$ cat src/shwc_pkg.sv
// Purpose: shared constants and types for the standby halt / wake-up controller
// Assumes: one free-running oscillator clock drives the controller itself
// Notes: warm-up counts are in oscillator periods
// ============================================================
// package
// ============================================================
package shwc_pkg;
  // register byte offsets
  localparam logic [7:0] SHWC_CTRL_OFS = 8'h00;
  localparam logic [7:0] SHWC_STAT_OFS = 8'h04;
  // control field positions
  localparam int SHWC_WSEL_LSB = 0;
  localparam int SHWC_WSEL_MSB = 1;
  localparam int SHWC_MODE_BIT = 2;
  localparam int SHWC_SEL_BIT = 3;
  localparam int SHWC_EN_BIT = 4;
  // control reset: warm-up 2^14, oscillator-only halt, both drive bits low
  localparam logic [4:0] SHWC_CTRL_RST = 5'h02;
  // warm-up select codes
  localparam logic [1:0] SHWC_WSEL_RSV = 2'h0;
  localparam logic [1:0] SHWC_WSEL_8 = 2'h1;
  localparam logic [1:0] SHWC_WSEL_14 = 2'h2;
  localparam logic [1:0] SHWC_WSEL_16 = 2'h3;
  // warm-up lengths in oscillator periods
  localparam logic [16:0] SHWC_WUP_8 = 17'h00100;
  localparam logic [16:0] SHWC_WUP_14 = 17'h04000;
  localparam logic [16:0] SHWC_WUP_16 = 17'h10000;
  // controller states
  typedef enum logic [1:0] {
    SHWC_RUN = 2'b00,
    SHWC_IDLE = 2'b01,
    SHWC_STOP = 2'b10,
    SHWC_WARM = 2'b11
  } shwc_state_t;
endpackage

$ cat src/shwc_top.sv
// Purpose: halt controller for the oscillator-only halt and the full-stop halt
// Assumes: sys_clk is the free-running oscillator; system clock gating is done outside from sys_clk_en
// Notes: wake pins are asynchronous and pass a two-flop synchroniser first
// Behaviour
// oscillator-only halt keeps oscillator, stops system clock
// oscillator-only halt pins follow drive bits
// wake requests sampled without the system clock
// halt exit happens synchronous to system clock
// full stop halts everything, oscillator included
// full stop pins follow drive bits
// clock withheld until warm-up after full stop
// warm-up codes give 2^8, 2^14, 2^16
// wake input buffers zero and one stay on
// pin condition table per mode and bits
// full-stop wake completes only after warm-up
// warm-up code 00 reserved, falls back shortest
//
// Decided for this implementation: strobed register access and the register addresses.
`timescale 1ns/1ps
module shwc_top
  import shwc_pkg::*;
#(
  parameter logic [16:0] WUP_CNT_14 = SHWC_WUP_14, // shorten for simulation
  parameter logic [16:0] WUP_CNT_16 = SHWC_WUP_16  // shorten for simulation
) (
  input wire logic sys_clk,
  input wire logic sys_rst,
  input wire logic [7:0] reg_addr,
  input wire logic [7:0] reg_wdata,
  input wire logic reg_wr,
  input wire logic reg_rd,
  output logic [7:0] reg_rdata,
  input wire logic halt_req,
  input wire logic [3:0] ext_irq_pin,
  output logic sys_clk_en,
  output logic osc_run,
  output logic halted,
  output logic halt_release,
  output logic pin_cond_b,
  output logic [1:0] irq_buf_en
);

  // ============================================================
  // decode helpers
  // ============================================================
  // warm-up length for a select code
  function automatic logic [16:0] wup_len(input logic [1:0] code);
    case (code)
      SHWC_WSEL_8: wup_len = SHWC_WUP_8;
      SHWC_WSEL_14: wup_len = WUP_CNT_14;
      SHWC_WSEL_16: wup_len = WUP_CNT_16;
      default: wup_len = SHWC_WUP_8;
    endcase
  endfunction

  // pin condition: 1 = condition B, 0 = condition A
  function automatic logic cond_b(input logic stop, input logic en, input logic sel);
    if (en) begin
      cond_b = 1'b1;
    end else if (stop) begin
      cond_b = 1'b0;
    end else begin
      cond_b = ~sel;
    end
  endfunction

  // ============================================================
  // wake pin synchroniser
  // ============================================================
  logic [3:0] irq_s1_q; // first stage, read only by second
  logic [3:0] irq_s2_q; // synchronised wake levels
  logic wake; // any wake pin asserted

  // sampled on the oscillator, never on the gated system clock
  always_ff @(posedge sys_clk) begin
    if (sys_rst) begin
      irq_s1_q <= 4'h0;
      irq_s2_q <= 4'h0;
    end else begin
      irq_s1_q <= ext_irq_pin;
      irq_s2_q <= irq_s1_q;
    end
  end

  assign wake = |irq_s2_q;

  // ============================================================
  // register port
  // ============================================================
  logic [4:0] ctrl_q; // standby_control_reg
  logic [4:0] ctrl_d;
  logic [7:0] rdata_q; // read answer, stands one cycle
  logic [7:0] rdata_d;
  logic [1:0] warmup_length_select; // field of standby_control_reg
  logic stop_sel; // 1 selects full stop, 0 oscillator_only_halt
  logic drive_sel; // pin drive select
  logic drive_en; // halt pin drive enable

  assign warmup_length_select = ctrl_q[SHWC_WSEL_MSB:SHWC_WSEL_LSB];
  assign stop_sel = ctrl_q[SHWC_MODE_BIT];
  assign drive_sel = ctrl_q[SHWC_SEL_BIT];
  assign drive_en = ctrl_q[SHWC_EN_BIT];

  shwc_state_t state_q;
  shwc_state_t state_d;
  logic [16:0] wcnt_q; // warm-up periods left minus one
  logic [16:0] wcnt_d;

  // write decode and read mux
  always_comb begin
    ctrl_d = ctrl_q;
    rdata_d = 8'h00;
    if (reg_wr && reg_addr == SHWC_CTRL_OFS) begin
      ctrl_d = reg_wdata[4:0];
    end
    if (reg_rd) begin
      case (reg_addr)
        SHWC_CTRL_OFS: rdata_d = {3'h0, ctrl_q};
        SHWC_STAT_OFS: rdata_d = {5'h00, (state_q == SHWC_WARM), state_q};
        default: rdata_d = 8'h00; // unmapped reads as zero
      endcase
    end
  end

  // register storage
  always_ff @(posedge sys_clk) begin
    if (sys_rst) begin
      ctrl_q <= SHWC_CTRL_RST;
      rdata_q <= 8'h00;
    end else begin
      ctrl_q <= ctrl_d;
      rdata_q <= rdata_d;
    end
  end

  // ============================================================
  // halt state machine
  // ============================================================
  logic clk_en_q; // system clock gate enable
  logic clk_en_d;
  logic osc_q; // oscillator run request
  logic osc_d;
  logic rel_q; // one-cycle halt release to the core
  logic rel_d;
  logic condb_q; // pin condition while halted
  logic condb_d;
  logic [1:0] ibuf_q; // input buffer enables for wake pins zero and one
  logic [1:0] ibuf_d;
  logic halted_q; // own flop so the halted pin carries no inverter glitch
  logic halted_d;

  // next state; reset ends any halt through the synchronous clear below
  always_comb begin
    state_d = state_q;
    wcnt_d = wcnt_q;
    rel_d = 1'b0;
    case (state_q)
      SHWC_RUN: begin
        if (halt_req) begin
          state_d = stop_sel ? SHWC_STOP : SHWC_IDLE;
        end
      end
      SHWC_IDLE: begin
        // release lands on a clock edge, so the core restarts cleanly
        if (wake) begin
          state_d = SHWC_RUN;
          rel_d = 1'b1;
        end
      end
      SHWC_STOP: begin
        if (wake) begin
          state_d = SHWC_WARM;
          wcnt_d = wup_len(warmup_length_select) - 17'h00001;
        end
      end
      SHWC_WARM: begin
        // oscillator is settling; no release until the count runs out
        if (wcnt_q == 17'h00000) begin
          state_d = SHWC_RUN;
          rel_d = 1'b1;
        end else begin
          wcnt_d = wcnt_q - 17'h00001;
        end
      end
      default: state_d = SHWC_RUN;
    endcase
  end

  // outputs derived from the next state so they change with it
  always_comb begin
    clk_en_d = (state_d == SHWC_RUN);
    osc_d = (state_d != SHWC_STOP);
    condb_d = cond_b(state_d != SHWC_IDLE, drive_en, drive_sel);
    ibuf_d = 2'h3;
    halted_d = ~clk_en_d;
  end

  // state and output registers
  always_ff @(posedge sys_clk) begin
    if (sys_rst) begin
      state_q <= SHWC_RUN;
      wcnt_q <= 17'h00000;
      rel_q <= 1'b0;
      clk_en_q <= 1'b1;
      osc_q <= 1'b1;
      condb_q <= 1'b0;
      ibuf_q <= 2'h3;
      halted_q <= 1'b0;
    end else begin
      state_q <= state_d;
      wcnt_q <= wcnt_d;
      rel_q <= rel_d;
      clk_en_q <= clk_en_d;
      osc_q <= osc_d;
      condb_q <= condb_d;
      ibuf_q <= ibuf_d;
      halted_q <= halted_d;
    end
  end

  assign reg_rdata = rdata_q;
  assign sys_clk_en = clk_en_q;
  assign osc_run = osc_q;
  assign halted = halted_q;
  assign halt_release = rel_q;
  assign pin_cond_b = condb_q;
  assign irq_buf_en = ibuf_q;

  // helper: warm-up cycles seen and length latched at entry
  logic [16:0] chk_cnt_q;
  logic [16:0] chk_len_q;
  always_ff @(posedge sys_clk) begin
    if (sys_rst) begin
      chk_cnt_q <= 17'h00000;
      chk_len_q <= 17'h00000;
    end else begin
      chk_cnt_q <= (state_q == SHWC_WARM) ? chk_cnt_q + 17'h00001 : 17'h00000;
      if (state_q == SHWC_STOP && wake) begin
        chk_len_q <= wup_len(warmup_length_select);
      end
    end
  end
endmodule // shwc_top

$ cat config.mk
export PLATFORM = sky130hd
export DESIGN_NAME = shwc_top
export DESIGN_NICKNAME = d
export VERILOG_FILES = /design/src/shwc_pkg.sv /design/src/shwc_top.sv
export SDC_FILE = /design/constraint.sdc
export NUM_CORES = 1
export LEC_CHECK = 0
export ABC_CLOCK_PERIOD_IN_PS = 5960
export BUFFER_PORTS_ARGS = -buffer_cell sky130_fd_sc_hd__buf_2
export CORE_MARGIN = 1
export CORE_UTILIZATION = 45
export DETAILED_ROUTE_END_ITERATION = 7
export GPL_ROUTABILITY_DRIVEN = 1
export HOLD_SLACK_MARGIN = 0.12
export PLACE_DENSITY = 0.77
export SETUP_SLACK_MARGIN = 0.2
export SYNTH_ARGS = -nofsm -noshare
export SYNTH_HDL_FRONTEND = slang
export SYNTH_SLANG_ARGS = --single-unit
$ cat constraint.sdc
create_clock -name sys_clk -period 5.96 [get_ports sys_clk]
set_input_delay 0.596 -clock sys_clk [delete_from_list [all_inputs] [get_ports sys_clk]]
set_output_delay 0.596 -clock sys_clk [all_outputs]
set_load 0.01 [all_outputs]
## Yosys cells after proc, flatten, opt, wreduce, memory -nomap -nowiden

Cells that the tools add are included.

| word-level totals | value |
|---|---|
| flip-flop bits (word level) | 45 |
| latch bits | 0 |
| bits in writable memories | 0 |
| memory bits (read-only) | 0 |
| bits of input ports | 25 |
| output and inout port bits | 15 |
| word-level logic and storage cells | 53 |
| memories | 0 |

| cells by class | value |
|---|---|
| add/sub/neg operators | 2 |
| $mul | 0 |
| div/mod/pow operators | 0 |
| order comparisons | 0 |
| eq/ne operators | 10 |
| shift-type cells | 0 |
| mux-type cells | 18 |
| bitwise operators | 3 |
| reductions and logical operators | 9 |

Operator list:

| cell | count |
|---|---|
| 2-to-1 mux 17 bit | 4 |
| one-hot mux 17 bit (2 select lines) | 2 |
| subtractor 17 x 1 -> 17 bit (second input constant) | 2 |
| zero test 17 bit | 1 |
| 2-to-1 mux 2 bit | 5 |
| one-hot mux 5 bit (2 select lines) | 1 |
| equality test 2 bit (second input constant) | 4 |
| equality test 8 x 3 -> 1 bit (second input constant) | 1 |
| zero test 8 bit | 1 |
| one-hot mux 2 bit (4 select lines) | 1 |
| inequality test 2 bit (second input constant) | 3 |
| zero test 2 bit | 2 |
| 2-to-1 mux 1 bit | 4 |
| OR reduction 4 bit | 1 |
| NOT 1 bit | 3 |
| AND reduction 3 bit | 1 |
| equality test 2 x 1 -> 1 bit (second input constant) | 1 |
| inequality test 2 x 1 -> 1 bit (second input constant) | 1 |
| one-hot mux 1 bit (2 select lines) | 1 |
| nonzero test 2 bit | 1 |
| OR reduction 2 bit | 1 |
| logical AND 1 bit | 1 |

## Longest topological paths before layout

| logic depth | value |
|---|---|
| depth in word-level cells | 7 |
| mapped depth | 10 |
| depth with buffers taken out | 7 |

## Worst setup path before layout

Ideal clock, no wire load.

| path | value |
|---|---|
| path type | register to register |
| from | register state_q[1] |
| to | register wcnt_q[14] |
| library setup time | 0.131 ns |
| arrival | 2.149 ns |
| data required time | 5.829 ns |
| slack | 3.680 ns |
| cell stages (with the launch flop) | 11 |
| path buffers | 3 |
| period minus slack after synthesis | 2.280 ns |
| cells stage by stage | dfxtp_1 -> and2_1 -> clkbuf_1 -> buf_1 -> nand2_1 -> ha_1 -> clkbuf_1 -> o211ai_1 -> or4_1 -> a21oi_1 -> o32ai_1 |

| between the ends | value |
|---|---|
| longest elaborated chain between the ends | 3 |
| elaborated cells on any way between the ends | 7 |
| those cells by class | 4 x eq/ne; 1 x mux; 2 x reduce/logical |

RTL lines:

| element | line | text |
|---|---|---|
| start: declaration | shwc_top.sv:104 | `shwc_state_t state_q;` |
| start signal: assignment | shwc_top.sv:210 | `state_q <= state_d;` |
| equality test 2 bit | shwc_top.sv:157 | `case (state_q)` |
| inequality test 2 bit (no source line) / nonzero test 2 bit (equally long branches) | - |  |
| AND reduction 3 bit (no source line) | - |  |
| end signal: assignment | shwc_top.sv:211 | `wcnt_q <= wcnt_d;` |
| end: declaration | shwc_top.sv:106 | `logic [16:0] wcnt_q;` |

Parallel ways exist; a longest one is shown, timed or not.
A chain may end at the register's enable or synchronous reset.

## Final worst setup path

| path | value |
|---|---|
| from | register state_q[1] |
| to | register wcnt_q[10] |

Same word-level chain as after synthesis.

==> qor.yml <==
clocking:
  cts.path.max_buffers: 2
  cts_root_buf: "clkbuf_8"
  cts_made_buffers: 5
  htreeDepth: 2
  ctsResizeCount: 0
  cts.clk_slew.worst_paths_ps: 80
  cts_hold_buf: 0
  post_cts_buffers: 0
  clk_latency_ps: 300
  clock-sinks: 42
  cts_tree: "built"
critical_path:
  cp-end-kind: "register"
  startpoint: "state_q[1]$_SDFF_PP0_"
  crit_required_ps: 6170
  crit_arrival_ps: 2850
  cp-start-kind: "register"
  crit_type: "register to register"
  rr_startpoint: "state_q[1]$_SDFF_PP0_"
  crit_path_max_fanout: 19
synth:
  ys_seq_elements: 42
  avgSynthCellArea_um2: 8.68
  synth_enable_flop_cells: 0
  ys.flop_type: "dfxtp_1"
  yosysSeqAreaShare_pct: 41.8
  yosys_warnings: 0
  async_flop_share_pct: 0
  syn-instance-count: 232
  syn_area_um2: 2010
  ys_types: 54
sta:
  hold_slack_ps: 438
  hold_violations: 0
  worst_pin_slew_ps: 692
  finalCritPeriodShare_pct: 44.3
  rsz0062_at_grt: "no"
  fin_worst_skew_ps: 4.83
  maxSlewViolCount: 0
  finalSetupViolations: 0
  finalSetupTns_ps: 0
  max_freq_mhz: 379
  setup_slack_ps: 3320
  layout_min_cycle_time_ps: 2640
  maxSlewHeadroom_pct: 53.4
global_routing:
  grt_max_degree: 37
  grt_first_pass_wirelength_um: 7220
  grt_pass1_vias: 1558
  grt_usage_pct: 20.9
  antenna_found_initial: 0
  gr-total-overflow: 0
route:
  viasPerCell: 5.69
  drtPass1Iterations: 4
  wl_per_cell_um: 13.4
  num_vias: 1741
  final_antenna_net_count: 0
  wl_um: 4100
  drc: 0
  drtIter0Drc: 139
worst_hold_path:
  hold_path.class: "register to register"
  worstHoldStart: "irq_s1_q[1]$_SDFF_PP0_"
final_layout:
  drive_gt1_share_pct: 19.9
  diodes: 0
  final_cell_area_um2: 2230
  layout.nets: 281
  final_cells: 306
  fin_util_pct: 53.9
  synthToLayoutAreaGrowth_pct: 10.9
placed_design:
  place_area_um2: 2140
  io_buffers: 31
  dpl.cell_count: 298
  post-dp-hpwl_um: 2830
  dp_slack_ps: 3380
  gp_congestion: 0.839
die:
  coreArea_um2: 4140
  die_h_um: 68.9
  num_rows: 23
  start_util_pct: 48.6
  ios: 40
  die_area_um2: 4750
  dieWidth_um: 68.9
pwr:
  p_switching_uw: 127
  p_clk_share_pct: 36.4
  p_leak_nw: 0.936
  seq_power_share_pct: 55.6
  combPwrFrac_pct: 8.0
  max-vdd-ir-drop_uv: 148
  internal_power_uw: 399
  power_uw: 525
  swShare_pct: 24.1
  power_density_nw_per_um2: 235
job:
  maxCapViolCount: 0
outcome:
  status: "completed"
-- cell families (layout without fill, tap and decap cells) --
family          Yosys count  count (layout)  synth area share, %
fa+ha+maj                 1               1                0.621
flops                    42              42                 41.8
other cells               2               5                0.373
simple gates             87              87                 22.7
buf+inv                  28              49                 7.08
compound gates           60              60                 21.4
mux                      11              11                 5.59
xor+xnor                  1               1                0.435
-- cells in the mapped netlist, drive strengths merged (3+ instances only) --
library cell | number | area share (%)
nor3 | 8 | 2.0
nor2 | 23 | 4.3
or4 | 8 | 3.6
o21ai | 11 | 2.7
a21oi | 17 | 4.2
a21boi | 3 | 1.1
dfxtp | 42 | 42
nand2 | 17 | 3.2
o211ai | 3 | 1.4
buf | 8 | 3.4
nor2b | 8 | 2.5
a32o | 3 | 1.5
nand3 | 4 | 0.99
o32ai | 4 | 2.1
a311oi | 4 | 1.7
clkbuf | 10 | 1.9
inv | 9 | 1.7
mux2i | 9 | 4.5
nor4 | 7 | 2.2
-- power groups by stage --
stage	combinational (mW)	clock, mW	sequential, mW
after global placement	0.0410	0	0.299
after floorplan	0.0309	0	0.297
after CTS	0.0419	0.194	0.292
after detailed placement	0.0417	0	0.299
final	0.0420	0.191	0.292
after global routing	0.0470	0.210	0.293
-- per-layer routing --
layer | wire length [um] | share of wire, % | global-route usage (%)
met1 | 1880 | 46 | 26.1
met2 | 1860 | 45 | 33.3
met3 | 286 | 7.0 | 7.07
met4 | 70 | 1.7 | 7.14
met5 | 0 | 0 | 0
-- placed cells by master, fill, tap and decap left out, types with 8 or more instances in the layout --
cell type	Yosys	routed
nor2b_1	8	8
nand2_1	17	17
o21ai_0	11	11
buf_2	0	31
nor2_1	23	23
dfxtp_1	42	42
inv_1	9	9
mux2i_1	9	9
nor3_1	8	8
a21oi_1	17	17
-- area by class of cell --
type	count	area, um2
multi-input combinational	165	1040
clock buffer	6	82.6
fill	398	1910
sequential	42	841
inverter	10	37.5
timing repair buffer	31	155
tap	50	62.6
clock inverter	2	12.5
-- flip-flops by register name, indices dropped and copies added, names as in the netlist --
register	flops
halted	1
pin_cond_b	1
halt_release	1
ctrl_q	5
wcnt_q	17
sys_clk_en	1
irq_s2_q	4
irq_s1_q	4
reg_rdata	5
osc_run	1
state_q	2
-- final timing paths --
kind | endpoint | slack [ps] | cells past startpoint
worst min-delay path | irq_s2_q[1]$_SDFF_PP0_ | 440 | 1
worst min register to register | irq_s2_q[1]$_SDFF_PP0_ | 440 | 1
worst max-delay path | wcnt_q[10]$_SDFFE_PP0P_ | 3320 | 7
worst max register to register | wcnt_q[10]$_SDFFE_PP0P_ | 3320 | 7
-- critical path, stage by stage, from the launching register on --
cell,delay (ps)
dfxtp_1,630
and2_1,630
nand2_1,120
ha_1,320
o211ai_1,340
or2_2,220
a21oi_1,60
o32ai_1,230
Power figures use the tool's default switching activity.
